### src/core/ats_pkg.sv
// constants, field layout and state codes of the auto-trigger sequencer
package ats_pkg;
   // ---------------------------------------------
   // register byte offsets
   // ---------------------------------------------
   localparam logic [7:0] OFS_CTRL = 8'h00;
   localparam logic [7:0] OFS_CHAN = 8'h04;
   localparam logic [7:0] OFS_TIMER = 8'h08;
   localparam logic [7:0] OFS_STAT = 8'h0c;
   localparam logic [7:0] OFS_ACC1 = 8'h10;
   localparam logic [7:0] OFS_ACC2 = 8'h14;
   // ---------------------------------------------
   // field positions
   // ---------------------------------------------
   localparam int CTL_START = 0;
   localparam int CTL_TSEL = 1;
   localparam int CTL_COUNT = 3;
   localparam int CTL_TWO = 6;
   localparam int CTL_BSRC = 7;
   localparam int CTL_REF = 8;
   localparam int CTL_CKS = 10;
   localparam int CTL_GAP = 13;
   localparam int CTL_BLANK = 17;
   localparam int CTL_W = 23;
   localparam int CH_TYPE1 = 0;
   localparam int CH_SEL1 = 1;
   localparam int CH_TYPE2 = 5;
   localparam int CH_SEL2 = 6;
   localparam int CH_W = 10;
   localparam int TM_PRE = 0;
   localparam int TM_EXT = 16;
   localparam int TM_CKS = 17;
   localparam int TM_RUN = 18;
   localparam int TM_W = 18;
   localparam int ST_BUSY = 0;
   localparam int ST_IRQ = 1;
   localparam int ST_RPT = 2;
   localparam int ST_CNT = 4;
   // ---------------------------------------------
   // reset values, codes, timing
   // ---------------------------------------------
   localparam logic [CTL_W-1:0] CTRL_RST = 23'h000000;
   localparam logic [CH_W-1:0] CHAN_RST = 10'h000;
   localparam logic [TM_W-1:0] TIMER_RST = 18'h00000;
   localparam logic [1:0] TRIG_BLANK = 2'h0;
   localparam logic [1:0] TRIG_OVP_TIMER = 2'h1;
   localparam logic [1:0] TRIG_SW_TIMER = 2'h2;
   localparam logic [1:0] TRIG_SW_NOW = 2'h3;
   localparam int CONV_PERIODS = 16;
   localparam logic [15:0] TIMER_FULL = 16'hffff;
   localparam logic [1:0] RESP_OKAY = 2'h0;
   localparam logic [1:0] RESP_DECERR = 2'h3;

   typedef enum logic [5:0] {
      S_IDLE = 6'b000001,
      S_ARMED = 6'b000010,
      S_BLANK = 6'b000100,
      S_TIMRUN = 6'b001000,
      S_CONV = 6'b010000,
      S_GAP = 6'b100000
   } ats_state_t;
endpackage

### src/core/ats_edge_rise.sv
// registered rising-edge detector for a synchronous trigger level
`timescale 1ns/1ps
module ats_edge_rise import ats_pkg::*; (
   input wire logic clk_sys,
   input wire logic resetn,
   input wire logic level,
   output logic rise
);
   logic prevQ;

   always_ff @(posedge clk_sys) begin
      if (!resetn) begin
         prevQ <= 1'b0;
         rise <= 1'b0;
      end else begin
         prevQ <= level;
         rise <= level & ~prevQ;
      end
   end
endmodule

### src/core/ats_conv_unit.sv
// conversion timing unit: 16 converter periods, result taken at the end
`timescale 1ns/1ps
module ats_conv_unit import ats_pkg::*; #(
   parameter int RES_W = 12
) (
   input wire logic clk_sys,
   input wire logic resetn,
   input wire logic startConv,
   input wire logic [2:0] clockSel,
   input wire logic [RES_W-1:0] sampleData,
   output logic busy,
   output logic done,
   output logic [RES_W-1:0] result
);
   // converter period is 2^clockSel system clocks
   logic [10:0] cntQ;
   logic [10:0] loadVal;

   assign loadVal = 11'((CONV_PERIODS << clockSel) - 1);

   always_ff @(posedge clk_sys) begin
      if (!resetn) begin
         busy <= 1'b0;
         done <= 1'b0;
         cntQ <= 11'h000;
         result <= '0;
      end else begin
         done <= 1'b0;
         if (startConv && !busy) begin
            busy <= 1'b1;
            cntQ <= loadVal;
         end else if (busy) begin
            if (cntQ == 11'h000) begin
               busy <= 1'b0;
               done <= 1'b1;
               result <= sampleData;
            end else begin
               cntQ <= cntQ - 11'h001;
            end
         end
      end
   end
endmodule

### src/core/ats_sequencer.sv
// auto-trigger conversion sequencer with AXI4-Lite register slave
//
// Register access over AXI4-Lite and the address map were left to the implementer.
`timescale 1ns/1ps
module ats_sequencer import ats_pkg::*; #(
   parameter int RES_W = 12,
   parameter int ACC_W = 16
) (
   input wire logic clk_sys,
   input wire logic resetn,
   input wire logic [7:0] s_axi_awaddr,
   input wire logic s_axi_awvalid,
   output logic s_axi_awready,
   input wire logic [31:0] s_axi_wdata,
   input wire logic [3:0] s_axi_wstrb,
   input wire logic s_axi_wvalid,
   output logic s_axi_wready,
   output logic [1:0] s_axi_bresp,
   output logic s_axi_bvalid,
   input wire logic s_axi_bready,
   input wire logic [7:0] s_axi_araddr,
   input wire logic s_axi_arvalid,
   output logic s_axi_arready,
   output logic [31:0] s_axi_rdata,
   output logic [1:0] s_axi_rresp,
   output logic s_axi_rvalid,
   input wire logic s_axi_rready,
   input wire logic periodicTimerOutputA,
   input wire logic periodicTimerOutputB,
   input wire logic overvoltageEvent,
   input wire logic [RES_W-1:0] sampleData,
   output logic conversionBusy,
   output logic converterIrqFlag,
   output logic timerRunning,
   output logic autoChannelSourceType,
   output logic [3:0] autoChannelInputSelect,
   output logic [1:0] referenceSelect
);
   // ---------------------------------------------
   // storage and decoded fields
   // ---------------------------------------------
   ats_state_t stateQ, stateD;
   logic [CTL_W-1:0] ctrlQ;
   logic [CH_W-1:0] chanQ;
   logic [TM_W-1:0] timerCfgQ;
   logic startQ, rptQ, chanIdxQ, convStartQ, tickQ;
   logic [2:0] cntQ;
   logic [5:0] blankCntQ;
   logic [3:0] gapCntQ;
   logic [15:0] timerQ;
   logic [ACC_W-1:0] acc1Q, acc2Q;
   logic awHeldQ, wHeldQ;
   logic [7:0] awAddrQ;
   logic [31:0] wDataQ, wMask, rdMux;
   logic [3:0] wStrbQ;
   logic doWrite, wrCtrl, wrChan, wrTimer, wrStat, mapped;
   logic [31:0] newCtrl;
   logic armReq, convDone, convBusy, cycleEnd, groupDone, twoCh;
   logic blankLevel, blankEdge, ovpEdge, ovpStart, trigEdge, timerOvf;
   logic [RES_W-1:0] convResult;
   logic [1:0] tsel;

   assign tsel = ctrlQ[CTL_TSEL +: 2];
   // two-channel needs a nonzero count; arming already demands one
   assign twoCh = ctrlQ[CTL_TWO];
   // ---------------------------------------------
   // trigger sources
   // ---------------------------------------------
   // blanking source select
   assign blankLevel = ctrlQ[CTL_BSRC] ? periodicTimerOutputB : periodicTimerOutputA;

   ats_edge_rise u_blank_edge (
      .clk_sys(clk_sys),
      .resetn(resetn),
      .level(blankLevel),
      .rise(blankEdge)
   );

   ats_edge_rise u_ovp_edge (
      .clk_sys(clk_sys),
      .resetn(resetn),
      .level(overvoltageEvent),
      .rise(ovpEdge)
   );

   assign ovpStart = ovpEdge && timerCfgQ[TM_EXT];
   assign trigEdge = (tsel == TRIG_BLANK) ? blankEdge :
                     (tsel == TRIG_OVP_TIMER) ? ovpStart : 1'b0;
   assign timerOvf = tickQ && (timerQ == TIMER_FULL);
   // ---------------------------------------------
   // conversion unit
   // ---------------------------------------------
   ats_conv_unit #(.RES_W(RES_W)) u_conv (
      .clk_sys(clk_sys),
      .resetn(resetn),
      .startConv(convStartQ),
      .clockSel(ctrlQ[CTL_CKS +: 3]),
      .sampleData(sampleData),
      .busy(convBusy),
      .done(convDone),
      .result(convResult)
   );

   assign conversionBusy = convBusy;
   assign cycleEnd = convDone && (!twoCh || chanIdxQ);
   assign groupDone = cycleEnd && ((cntQ + 3'h1) == ctrlQ[CTL_COUNT +: 3]);
   // ---------------------------------------------
   // register bus write side
   // ---------------------------------------------
   assign doWrite = awHeldQ && wHeldQ && !s_axi_bvalid;
   assign wMask = {{8{wStrbQ[3]}}, {8{wStrbQ[2]}}, {8{wStrbQ[1]}}, {8{wStrbQ[0]}}};
   assign wrCtrl = doWrite && (awAddrQ == OFS_CTRL);
   assign wrChan = doWrite && (awAddrQ == OFS_CHAN);
   assign wrTimer = doWrite && (awAddrQ == OFS_TIMER);
   assign wrStat = doWrite && (awAddrQ == OFS_STAT);
   assign mapped = (awAddrQ == OFS_CTRL) || (awAddrQ == OFS_CHAN) ||
                   (awAddrQ == OFS_TIMER) || (awAddrQ == OFS_STAT) ||
                   (awAddrQ == OFS_ACC1) || (awAddrQ == OFS_ACC2);
   assign newCtrl = ({9'h000, ctrlQ} & ~wMask) | (wDataQ & wMask);
   // arm on start bit rising only
   assign armReq = wrCtrl && newCtrl[CTL_START] && !startQ && (stateQ == S_IDLE) &&
                   (newCtrl[CTL_COUNT +: 3] != 3'h0);

   always_ff @(posedge clk_sys) begin
      if (!resetn) begin
         awHeldQ <= 1'b0;
         wHeldQ <= 1'b0;
         awAddrQ <= 8'h00;
         wDataQ <= 32'h00000000;
         wStrbQ <= 4'h0;
         s_axi_awready <= 1'b1;
         s_axi_wready <= 1'b1;
         s_axi_bvalid <= 1'b0;
         s_axi_bresp <= RESP_OKAY;
      end else begin
         if (s_axi_awvalid && s_axi_awready) begin
            awHeldQ <= 1'b1;
            awAddrQ <= {s_axi_awaddr[7:2], 2'h0};
            s_axi_awready <= 1'b0;
         end
         if (s_axi_wvalid && s_axi_wready) begin
            wHeldQ <= 1'b1;
            wDataQ <= s_axi_wdata;
            wStrbQ <= s_axi_wstrb;
            s_axi_wready <= 1'b0;
         end
         if (doWrite) begin
            awHeldQ <= 1'b0;
            wHeldQ <= 1'b0;
            s_axi_awready <= 1'b1;
            s_axi_wready <= 1'b1;
            s_axi_bvalid <= 1'b1;
            s_axi_bresp <= mapped ? RESP_OKAY : RESP_DECERR;
         end else if (s_axi_bvalid && s_axi_bready) begin
            s_axi_bvalid <= 1'b0;
         end
      end
   end

   // configuration registers; start bit handled on its own
   always_ff @(posedge clk_sys) begin
      if (!resetn) begin
         ctrlQ <= CTRL_RST;
         chanQ <= CHAN_RST;
         timerCfgQ <= TIMER_RST;
      end else begin
         if (wrCtrl) ctrlQ <= {newCtrl[CTL_W-1:1], 1'b0};
         if (wrChan) chanQ <= chanQ & ~wMask[CH_W-1:0] | wDataQ[CH_W-1:0] & wMask[CH_W-1:0];
         if (wrTimer) begin
            timerCfgQ <= timerCfgQ & ~wMask[TM_W-1:0] | wDataQ[TM_W-1:0] & wMask[TM_W-1:0];
         end
      end
   end

   always_ff @(posedge clk_sys) begin
      if (!resetn) begin
         startQ <= 1'b0;
      // hardware clears start at group end
      end else if (groupDone) begin
         startQ <= 1'b0;
      end else if (armReq) begin
         startQ <= 1'b1;
      end else if (wrCtrl && !newCtrl[CTL_START]) begin
         startQ <= 1'b0;
      end
   end
   // ---------------------------------------------
   // sequencer state
   // ---------------------------------------------
   always_comb begin
      stateD = stateQ;
      unique case (stateQ)
         S_IDLE: begin
            if (armReq) begin
               stateD = (newCtrl[CTL_TSEL +: 2] == TRIG_SW_NOW) ? S_CONV :
                        (newCtrl[CTL_TSEL +: 2] == TRIG_SW_TIMER) ? S_TIMRUN : S_ARMED;
            end
         end
         S_ARMED: begin
            if (!startQ) stateD = S_IDLE;
            else if (tsel == TRIG_BLANK && blankEdge) stateD = S_BLANK;
            else if (tsel == TRIG_OVP_TIMER && ovpStart) stateD = S_TIMRUN;
         end
         S_BLANK: begin
            if (!startQ) stateD = S_IDLE;
            else if (blankCntQ == 6'h00) stateD = S_CONV;
         end
         S_TIMRUN: begin
            if (!startQ) stateD = S_IDLE;
            else if (timerOvf) stateD = S_CONV;
         end
         S_CONV: begin
            if (convDone) begin
               if (!startQ || groupDone) stateD = S_IDLE;
               else if ((twoCh && !chanIdxQ) || tsel == TRIG_SW_NOW) stateD = S_GAP;
               else if (tsel == TRIG_SW_TIMER) stateD = S_TIMRUN;
               else stateD = S_ARMED;
            end
         end
         S_GAP: begin
            if (!startQ) stateD = S_IDLE;
            else if (gapCntQ == 4'h0) stateD = S_CONV;
         end
         default: stateD = S_IDLE;
      endcase
   end

   always_ff @(posedge clk_sys) begin
      if (!resetn) begin
         stateQ <= S_IDLE;
         convStartQ <= 1'b0;
      end else begin
         stateQ <= stateD;
         convStartQ <= (stateD == S_CONV) && (stateQ != S_CONV);
      end
   end

   // blanking, interval and trigger timer counters
   always_ff @(posedge clk_sys) begin
      if (!resetn) begin
         blankCntQ <= 6'h00;
         gapCntQ <= 4'h0;
         timerQ <= 16'h0000;
         tickQ <= 1'b0;
         timerRunning <= 1'b0;
      end else begin
         blankCntQ <= (stateD == S_BLANK && stateQ != S_BLANK) ? ctrlQ[CTL_BLANK +: 6] :
                      (blankCntQ != 6'h00) ? blankCntQ - 6'h01 : 6'h00;
         gapCntQ <= (stateD == S_GAP && stateQ != S_GAP) ? ctrlQ[CTL_GAP +: 4] :
                    (gapCntQ != 4'h0) ? gapCntQ - 4'h1 : 4'h0;
         // slow timer clock ticks every second cycle
         tickQ <= timerCfgQ[TM_CKS] ? ~tickQ : 1'b1;
         if (stateD == S_TIMRUN && stateQ != S_TIMRUN) timerQ <= timerCfgQ[TM_PRE +: 16];
         else if (stateQ == S_TIMRUN && tickQ) timerQ <= timerQ + 16'h0001;
         timerRunning <= (stateD == S_TIMRUN);
      end
   end
   // ---------------------------------------------
   // channel routing, counting, accumulation, flags
   // ---------------------------------------------
   always_ff @(posedge clk_sys) begin
      if (!resetn) begin
         chanIdxQ <= 1'b0;
         autoChannelSourceType <= 1'b0;
         autoChannelInputSelect <= 4'h0;
         referenceSelect <= 2'h0;
      end else begin
         if (armReq) chanIdxQ <= 1'b0;
         else if (convDone && twoCh) chanIdxQ <= ~chanIdxQ;
         if (convStartQ) begin
            autoChannelSourceType <= chanIdxQ ? chanQ[CH_TYPE2] : chanQ[CH_TYPE1];
            autoChannelInputSelect <= chanIdxQ ? chanQ[CH_SEL2 +: 4] : chanQ[CH_SEL1 +: 4];
         end
         referenceSelect <= ctrlQ[CTL_REF +: 2];
      end
   end

   always_ff @(posedge clk_sys) begin
      if (!resetn) begin
         cntQ <= 3'h0;
         acc1Q <= '0;
         acc2Q <= '0;
      end else if (armReq) begin
         cntQ <= 3'h0;
         acc1Q <= '0;
         acc2Q <= '0;
      end else begin
         if (cycleEnd) cntQ <= cntQ + 3'h1;
         if (convDone && !chanIdxQ) acc1Q <= acc1Q + ACC_W'(convResult);
         if (convDone && chanIdxQ) acc2Q <= acc2Q + ACC_W'(convResult);
      end
   end

   // flags: hardware set wins over software clear
   always_ff @(posedge clk_sys) begin
      if (!resetn) begin
         converterIrqFlag <= 1'b0;
         rptQ <= 1'b0;
      end else begin
         if (groupDone) converterIrqFlag <= 1'b1;
         else if (wrStat && wStrbQ[0] && wDataQ[ST_IRQ]) converterIrqFlag <= 1'b0;
         if ((stateQ == S_CONV || stateQ == S_GAP) && trigEdge) rptQ <= 1'b1;
         else if (armReq) rptQ <= 1'b0;
         else if (wrStat && wStrbQ[0] && wDataQ[ST_RPT]) rptQ <= 1'b0;
      end
   end
   // ---------------------------------------------
   // register bus read side
   // ---------------------------------------------
   always_comb begin
      unique case ({s_axi_araddr[7:2], 2'h0})
         OFS_CTRL: rdMux = {9'h000, ctrlQ[CTL_W-1:1], startQ};
         OFS_CHAN: rdMux = {22'h000000, chanQ};
         OFS_TIMER: rdMux = {13'h0000, timerRunning, timerCfgQ};
         OFS_STAT: rdMux = {25'h0000000, cntQ, 1'b0, rptQ, converterIrqFlag, convBusy};
         OFS_ACC1: rdMux = 32'(acc1Q);
         OFS_ACC2: rdMux = 32'(acc2Q);
         default: rdMux = 32'h00000000;
      endcase
   end

   always_ff @(posedge clk_sys) begin
      if (!resetn) begin
         s_axi_arready <= 1'b1;
         s_axi_rvalid <= 1'b0;
         s_axi_rdata <= 32'h00000000;
         s_axi_rresp <= RESP_OKAY;
      end else if (s_axi_arvalid && s_axi_arready) begin
         s_axi_arready <= 1'b0;
         s_axi_rvalid <= 1'b1;
         s_axi_rdata <= rdMux;
         s_axi_rresp <= (rdMux == 32'h00000000 && s_axi_araddr[7:2] > 6'h05) ?
                        RESP_DECERR : RESP_OKAY;
      end else if (s_axi_rvalid && s_axi_rready) begin
         s_axi_rvalid <= 1'b0;
         s_axi_arready <= 1'b1;
      end
   end
endmodule

### config.mk
export PLATFORM = sky130hd
export DESIGN_NAME = ats_sequencer
export DESIGN_NICKNAME = d
export VERILOG_FILES = /design/src/core/ats_pkg.sv /design/src/core/ats_edge_rise.sv /design/src/core/ats_conv_unit.sv /design/src/core/ats_sequencer.sv
export SDC_FILE = /design/constraint.sdc
export NUM_CORES = 1
export LEC_CHECK = 0
export ABC_AREA = 1
export ABC_CLOCK_PERIOD_IN_PS = 3900
export BUFFER_PORTS_ARGS = -buffer_cell sky130_fd_sc_hd__buf_2
export CAP_MARGIN = 20
export CORE_ASPECT_RATIO = 0.9
export CORE_MARGIN = 1
export CORE_UTILIZATION = 45
export CTS_CLUSTER_SIZE = 10
export DETAILED_ROUTE_END_ITERATION = 7
export PLACE_DENSITY = 0.64
export SLEW_MARGIN = 20
export SYNTH_ARGS = -nofsm -noshare
export SYNTH_HDL_FRONTEND = slang
export SYNTH_SLANG_ARGS = --single-unit
### constraint.sdc
create_clock -name clk_sys -period 3.9 [get_ports clk_sys]
set_clock_uncertainty 0.2 [all_clocks]
set_input_delay 0 -clock clk_sys [delete_from_list [all_inputs] [get_ports clk_sys]]
set_output_delay 0 -clock clk_sys [all_outputs]
set_load 0.005 [all_outputs]
After elaboration in Yosys (flattened, before gate mapping)
Cells that the tools add are included.
- $lt $le $gt $ge: 1
- multiplexer cells: 52
- add/sub/neg operators: 8
- reduce and logical (&&, ||, !) cells: 75
- bitwise gates (word level): 21
- shifts and indexed selects: 1
- equal/unequal tests: 32
- operators with widths (operator ; number):
    $pmux W23 S6 ; 1
    $mux W6 ; 15
    $and A23 B23 Y23 ; 2
    $logic_and A1 B1 Y1 ; 37
    $and A18 B18 Y18 ; 2
    $eq A6 B3 Y1 const B ; 6
    $pmux W6 S6 ; 1
    $mux W11 ; 3
    $add A16 B12 Y16 ; 2
    $logic_not A32 Y1 ; 1
    $mux W16 ; 2
    $eq A6 B2 Y1 const B ; 5
    $not A23 Y23 ; 1
    $or A23 B23 Y23 ; 1
    $mux W1 ; 22
    $and A10 B10 Y10 ; 2
    $mux W4 ; 5
    $eq A6 B1 Y1 const B ; 3
    $not A18 Y18 ; 1
    $or A18 B18 Y18 ; 1
    $add A16 B1 Y16 const B ; 1
    $eq A16 B16 Y1 const B ; 1
    $eq A6 B4 Y1 const B ; 2
    $eq A6 B5 Y1 const B ; 2
    37 further kinds ; 71
- input bits: 74
- register bits after elaboration: 235
- word-level logic and storage cells: 231

Longest topological paths before layout
Gate-level depths: netlist (run 1).
- depth in word-level cells: 12
- gate-level depth with buffers: 14
- gate-level depth less buffers: 14

Modules after synthesis
Synthesis (run 1) repeated with hierarchy kept, for this count alone.
- cell total of the unflattened synthesis: 1669
- area total of the unflattened synthesis: 11646.2 um^2
- by module, submodules not included (module ; area each (um^2) ; cells each ; times used):
    ats_sequencer ; 10129.7 ; 1435 ; 1
    ats_conv_unit ; 1408.9 ; 224 ; 1
    ats_edge_rise ; 53.8 ; 5 ; 2

Least setup slack after synthesis (run 1)
No wires, ideal clock.
- path kind: reg2reg
- start point: reg acc2Q[0]
- end point: reg acc2Q[10]
- clock period less this slack: 2059 ps
- buffers on the path: 0
- cell stages (with the launch flop): 14
- arrival: 1743 ps
- slack: 1841 ps
- cell sequence: dfxtp_1 -> ha_1 -> inv_1 -> fa_1 -> inv_1 -> nand3_1 -> nand2_1 -> a21oi_1 -> o21bai_1 -> nand2_1 -> nand2_1 -> nor2_1 -> o21ai_0 -> inv_1
- longest elaborated chain between the ends: 1
- ends and longest elaborated chain (element ; RTL line ; RTL):
    start, declared ; ats_sequencer.sv:51 ; logic [ACC_W-1:0] acc1Q, acc2Q;
    start signal, assigned ; ats_sequencer.sv:290 ; if (convDone && chanIdxQ) acc2Q <= acc2Q + ACC_W'(convResult);
    $add A16 B12 Y16 ; ats_sequencer.sv:290 ;
No other way between the ends.
A chain may end at the register's enable or synchronous reset.

Final worst setup path (run 1)
- start point: in s_axi_araddr[6]
- end point: reg s_axi_rdata[1]
- longest elaborated chain between the ends: 2
- elaborated cells between the ends (all ways): 7
- those cells by class: eq/ne (5); mux (1); reduce/logical (1)
- ends and longest elaborated chain (element ; RTL line ; RTL):
    start, declared ; ats_sequencer.sv:21 ; input wire logic [7:0] s_axi_araddr,
    $eq A6 B3 Y1 (tied with other cells) ; ats_sequencer.sv:311 ; unique case ({s_axi_araddr[7:2], 2'h0})
    $pmux W23 S6 (*) ; ats_sequencer.sv:311 ;
    end signal, assigned ; ats_sequencer.sv:331 ; s_axi_rdata <= rdMux;
    end, declared ; ats_sequencer.sv:24 ; output logic [31:0] s_axi_rdata,
Every way passes the cells marked *; elsewhere a longest branch is shown, timed or not.

==> results.txt, run 1 <==
Sequential cell area -> 4480 sq um
Height of the chip -> 152 um
Antenna violations before repair -> 0
Peak per-stage delay on the critical path -> 570 ps
Critical Path AT -> 3290 ps
Fin crit share -> 77.4%
VDD IR max -> 0.310 mV
Top Family by Delay on Critical Path -> buffers and inverters
Final max-slew violation count -> 0
Post-synth EDFFs -> 0
Sequential area share after synthesis -> 40.0%
Syn Inst Count -> 1,568
Pre-Repair DR Iteration Count -> 5
CTS Buf Count -> 27
Layout Nets -> 1,859
YS warnings -> 0
# DRC -> 0
RSZ-0062 raised after global routing -> no
Total global routing overflow -> 0
CTS tree -> yes
Synth area leader -> dfxtp_1
# rows -> 54
Vias in the first global route -> 10.1k
Asr flop ratio synth -> 0%
Layout cells sized above 1 -> 11.4%
Fill count -> 2,297
Final setup TNS -> 0 ps
Hold_ws -> 74.9 ps
# port buffers -> 101
1st-iter DRT viols -> 740
Clock Tree Buf Depth -> 3
Mapped cell area -> 11,200 sq um
Hold depth -> 4
Netlist cell types -> 54
Die ar. -> 25,500 sq um
Slew headroom -> 36.4%
First-pass GRT wire length -> 52,700 um
Pre-CTS setup slack -> 1310 ps
Critical Path RT -> 4170 ps
Detail Placement HPWL -> 22,800 um
Final worst setup slack -> 880 ps
Post-CTS Setup Repair Bufs -> 0
LEAKAGE -> 0.00585 uW
CP Launch Type -> primary input
Clock latency on the worst-skew pair -> 520 ps
CTS HTree Levels -> 1
Post-synth top flop -> dfxtp_1
Clock Sinks -> 224
Most common cell after layout, fill and taps aside -> nand2_1
GR Util All Layers -> 25.9%
Per-cell routed wire length -> 15.9 um
DIE WIDTH -> 168 um
Outcome -> finished clean
Min cycle time layout -> 3020 ps
Power Dens Cells -> 384 nW/um^2
Cells on worst reg2reg path -> 13
Setup Crit Path Kind -> primary input to flop
Worst-Margin Slew -> 952 ps
Synth Area per Inst -> 7.15 sq um
Antenna Cells -> 0
Clk slew on worst S/H paths -> 50 ps
Routed Antenna Nets -> 0
Final hold violation count -> 0
Layout area overhead -> 22.5%
Placeable Area -> 24,300 sq um
Final count of negative-setup-slack endpoints -> 0
Largest net degree at the start of global routing -> 76
Area share of the largest cell type after synthesis -> 40.0%
Ranking of synthesized cells by area -> dfxtp_1 40%, nand2_1 7.6%, a21oi_1 7.1%, o21ai_0 6.8%, inv_1 6.5%
I/O pins -> 125
Crit path capture type -> flop
Crit-path cells -> dlygate4sd3_1 -> buf_2 -> nor2_1 -> dlygate4sd3_1 -> nand2_1 -> dlygate4sd3_1 -> nor2_1 -> buf_4 -> nand2_1 -> o22ai_1 -> nor2_1 -> a31o_2 -> inv_1
RePlAce Congestion -> 0.890
Most frequent cells in the layout -> 228 x nand2_1, 224 x dfxtp_1, 192 x inv_1
Worst Path Buf+Inv -> 6
Vias -> 11.0k
Min-delay worst type -> primary input to flop
Slowest-stage cell, CP -> dlygate4sd3_1
#FFs+latches synth -> 224
Critical-path maximum fanout -> 20
Vias per Instance -> 5.32
CP Depth -> 13
WL final -> 32,900 um
Multi-input logic area -> 5630 sq um
MaxCap Viol Count -> 0
Total power -> 5280 uW
Clock root cell -> clkbuf_16
Finished Core Util -> 56.4%
FMAX -> 331 MHz
Initial core utilization -> 46.1%
metal layers:
layer  vias to the layer above  global-route usage (%)  part of all wire [%]
li1                       5583                       -                     -
met1                      5031                    36.2                    49
met2                       328                    41.4                    43
met3                        63                    3.38                   5.3
met4                         0                    8.05                   2.8
met5                         -                       0                     0
final cells by class:
cell class / instances / share of cell area (%)
clock inverter: 2 / 0.255
inverter: 208 / 5.69
sequential: 224 / 32.7
clock buffer: 33 / 5.30
multi-input combinational: 1072 / 41.0
tap: 308 / 2.81
timing repair buffer: 222 / 12.3
per-stage QoR:
step | std cells | area (sq um)
final | 2069 | 13700
after global routing | 2069 | 13700
after CTS | 2069 | 13700
after floorplan | 1576 | 11200
after detailed placement | 1926 | 11900
after global placement | 1926 | 11900
logic make-up (layout without fill, tap and decap cells):
group,after synthesis,count (layout),share of synthesized area (%)
mux,1,1,0.0893
other cells,1,9,0.0335
buf+inv,280,465,10.1
flops,224,224,40.0
compound gates,427,427,21.2
xor+xnor,29,29,2.27
simple gates,576,576,22.9
fa+ha+maj,30,30,3.48
synth_stat cells (3+ instances only):
cell	n
xnor2_1	9
nand3_1	83
a21oi_1	159
nand3b_1	3
ha_1	28
o21ai_1	19
o22ai_1	23
or2_2	5
nor4_1	4
o31ai_1	4
nor2_2	3
clkbuf_1	39
buf_4	12
o21ai_0	153
nor2_1	177
inv_2	11
inv_1	193
a31oi_1	8
o2111ai_1	5
xor2_1	20
buf_2	14
nor3_1	22
o21bai_1	4
dfxtp_1	224
buf_1	5
nor2_4	5
o211ai_1	13
nand2_1	228
nand3_4	3
clkinv_1	4
o21a_1	5
a21boi_0	3
nand4_1	23
a22oi_1	3
nand2_2	8
a211oi_1	11
a21oi_2	8
timing repair:
action	CTS	global route
hold buffers	108	0
gates resized for setup	0	0
hold endpoints to repair	109	0
power breakdown:
group	switching, uW	leakage (uW)	internal, uW	total, uW
clock	910	0.000376	1350	2260
combinational	323	0.00366	250	573
sequential	63.1	0.00182	2380	2440
final timing paths:
path	startpoint	to	slack, ps
hold / removal	sampleData[6]	u_conv.result[6]	70
setup / recovery	s_axi_araddr[6]	s_axi_rdata[1]	880
setup reg to reg	chanIdxQ	timerQ[1]	1260
hold reg to reg	u_ovp_edge.prevQ	u_ovp_edge.rise	190
worst reg2reg max path, delay by kind of cell, from the launching register on:
kind,cells,cell delay [ps]
DFF,1,590
buffers and inverters,1,110
and+or+nand+nor,12,1590
No activity file was read; power rests on OpenSTA's default activity.
==> run 2: changes to the inputs <==
- ABC_CLOCK_PERIOD_IN_PS: 3900 -> 3000
- clock period: 3.9 -> 3 ns (I/O delays scaled with it)
==> results.txt, run 2 (synthesized netlist as in run 1, its figures left out) <==
1st-iter DRT viols -> 790 (+6.8%)
Detailed route wirelength on metal2 -> 14,700 um (+3.5%)
Routed Antenna Nets -> 0 (unchanged)
FMAX -> 357 MHz
Layout area overhead -> 23.6%
CTS tree -> yes
# DRC -> 0 (unchanged)
Final worst setup slack -> 198 ps (-683 ps)
First-pass GRT wire length -> 53,500 um (+1.6%)
Vias per Instance -> 5.26 (-1.1%)
Most common cell after layout, fill and taps aside -> nand2_1
Worst-Margin Slew -> 844 ps (-108 ps)
WL final -> 33,200 um (+0.90%)
CTS Buf Count -> 26 (-3.7%)
Vias -> 11.0k (-0.23%)
Non-filler cells, final -> 2,088 (+0.92%)
LEAKAGE -> 0.00593 uW (+1.3%)
Outcome -> finished clean
Fin crit share -> 93.4%
Top Metal Used -> met4
Clock Tree Buf Depth -> 3 (unchanged)
Slew headroom -> 43.7% (+7.3 points)
CTS resizes -> 0 (unchanged)
Hold_ws -> 91.6 ps (+16.7 ps)
RSZ-0062 raised after global routing -> no
Critical Path RT -> 3250 ps (-920 ps)
Height of the chip -> 152 um (unchanged)
Per-cell routed wire length -> 15.9 um (about the same)
Setup Crit Path Kind -> primary input to flop
Layout cells sized above 1 -> 11.7% (+0.27 points)
CTS HTree Levels -> 1 (unchanged)
# rows -> 54 (unchanged)
Clock latency on the worst-skew pair -> 520 ps (about the same)
Min cycle time layout -> 2800 ps
FF-to-FF setup slack -> 520 ps (-740 ps)
Most frequent cells in the layout -> 228 x nand2_1, 224 x dfxtp_1, 192 x inv_1
Die ar. -> 25,500 sq um (unchanged)
RePlAce Congestion -> 0.912 (+2.5%)
Beginning of the critical path -> s_axi_araddr[6]
GR Util All Layers -> 26.3% (+0.41 points)
Critical Path AT -> 3060 ps (-230 ps)
Layout Nets -> 1,880 (+1.1%)
Reg2reg end -> wStrbQ[0]
Vias in the first global route -> 10.3k (+1.9%)
Power Dens Cells -> 485 nW/um^2 (+26%)
Crit path capture type -> flop
VDD IR max -> 0.377 mV (+21%)
# port buffers -> 101 (unchanged)
DIE WIDTH -> 168 um (unchanged)
Pre-Repair DR Iteration Count -> 7 (+2)
Initial core utilization -> 46.1% (unchanged)
Placeable Area -> 24,300 sq um (unchanged)
Min-delay worst type -> primary input to flop
Antenna Cells -> 0 (unchanged)
Cells on worst reg2reg path -> 6 (-7)
R2R Path Start -> s_axi_wready
Largest net degree at the start of global routing -> 78 (+2.6%)
Crit path to -> s_axi_rdata[0]
Post-CTS Setup Repair Bufs -> 0 (unchanged)
MaxCap Viol Count -> 0 (unchanged)
Pre-CTS setup slack -> 669 ps (-643 ps)
Final count of negative-setup-slack endpoints -> 0 (unchanged)
Detail Placement HPWL -> 22,800 um (about the same)
Clock Sinks -> 224 (unchanged)
WL met1 -> 16,200 um (+0.82%)
I/O pins -> 125 (unchanged)
Antenna violations before repair -> 0 (unchanged)
CP Launch Type -> primary input
Total global routing overflow -> 0 (unchanged)
Final hold violation count -> 0 (unchanged)
Met3 WL -> 1600 um (-8.4%)
Final setup TNS -> 0 ps (unchanged)
Clk slew on worst S/H paths -> 50 ps (about the same)
Final max-slew violation count -> 0 (unchanged)
Critical-path maximum fanout -> 8 (-60%)
Clock root cell -> clkbuf_16
Placed Cells incl. Taps -> 1,937 (+0.57%)
-- run 2: cell count changes in the layout (fill, tap and decap cells not counted) --
| cell | before | now |
|---|---|---|
| bufinv_16 | 1 | 0 |
| buf_4 | 14 | 25 |
| dlygate4sd3_1 | 108 | 119 |
| clkinv_2 | 1 | 0 |
| clkbuf_8 | 3 | 1 |
| clkbuf_1 | 3 | 4 |
-- run 2: worst min-delay path by stage --
| stage | startpoint | endpoint | slack [ps] | depth (start not counted) |
|---|---|---|---|---|
| 2_1_floorplan | overvoltageEvent | u_ovp_edge.prevQ | -80 | 2 |
| 3_3_place_gp | overvoltageEvent | u_ovp_edge.prevQ | 10 | 3 |
| 3_5_place_dp | overvoltageEvent | u_ovp_edge.prevQ | 20 | 3 |
| 4_1_cts | sampleData[6] | u_conv.result[6] | 70 | 4 |
| 5_1_grt | sampleData[10] | u_conv.result[10] | 120 | 4 |
| 6_report | sampleData[6] | u_conv.result[6] | 90 | 4 |
-- run 2: final cells by class --
cell class                 count  area [sq um]
inverter                     208           781
fill                        2284         10500
clock buffer                  32           704
tap                          308           385
multi-input combinational   1072          5630
sequential                   224          4480
timing repair buffer         244          1880
-- run 2: metrics by stage --
step	util, %	total power [uW]	area, sq um
2_1_floorplan	-	3630	11200
3_3_place_gp	49.2	3820	12000
3_5_place_dp	49.2	3840	12000
4_1_cts	57.0	6740	13900
5_1_grt	57.0	6990	13900
6_report	57.0	6720	13900
-- run 2: layer usage --
| metal | track usage, % | vias up |
|---|---|---|
| met5 | 0 | - |
| met4 | 6.82 | 0 |
| met3 | 2.83 | 46 |
| met2 | 43.1 | 304 |
| met1 | 36.8 | 5013 |
| li1 | - | 5617 |
-- run 2: where the power goes --
group / leakage, uW / switching [uW] / internal, uW
combinational: 0.00376 / 430 / 338
sequential: 0.00182 / 83.8 / 3090
clock: 0.000345 / 1170 / 1610
total: 0.00593 / 1680 / 5040
-- run 2: worst max-delay path, cell delays in order --
cell           delay, ps
dlygate4sd3_1        540
buf_2                120
nor2_1                80
dlygate4sd3_1        560
nand2_1               90
nor2_1               590
nand2_1              420
o22ai_1              360
nor3_1               140
a21oi_1              130
-- run 2: repair_timing --
item,4_1_cts,5_1_grt
endpoints found under the setup margin,0,0
hold endpoints to repair,103,0
hold buffers,119,0
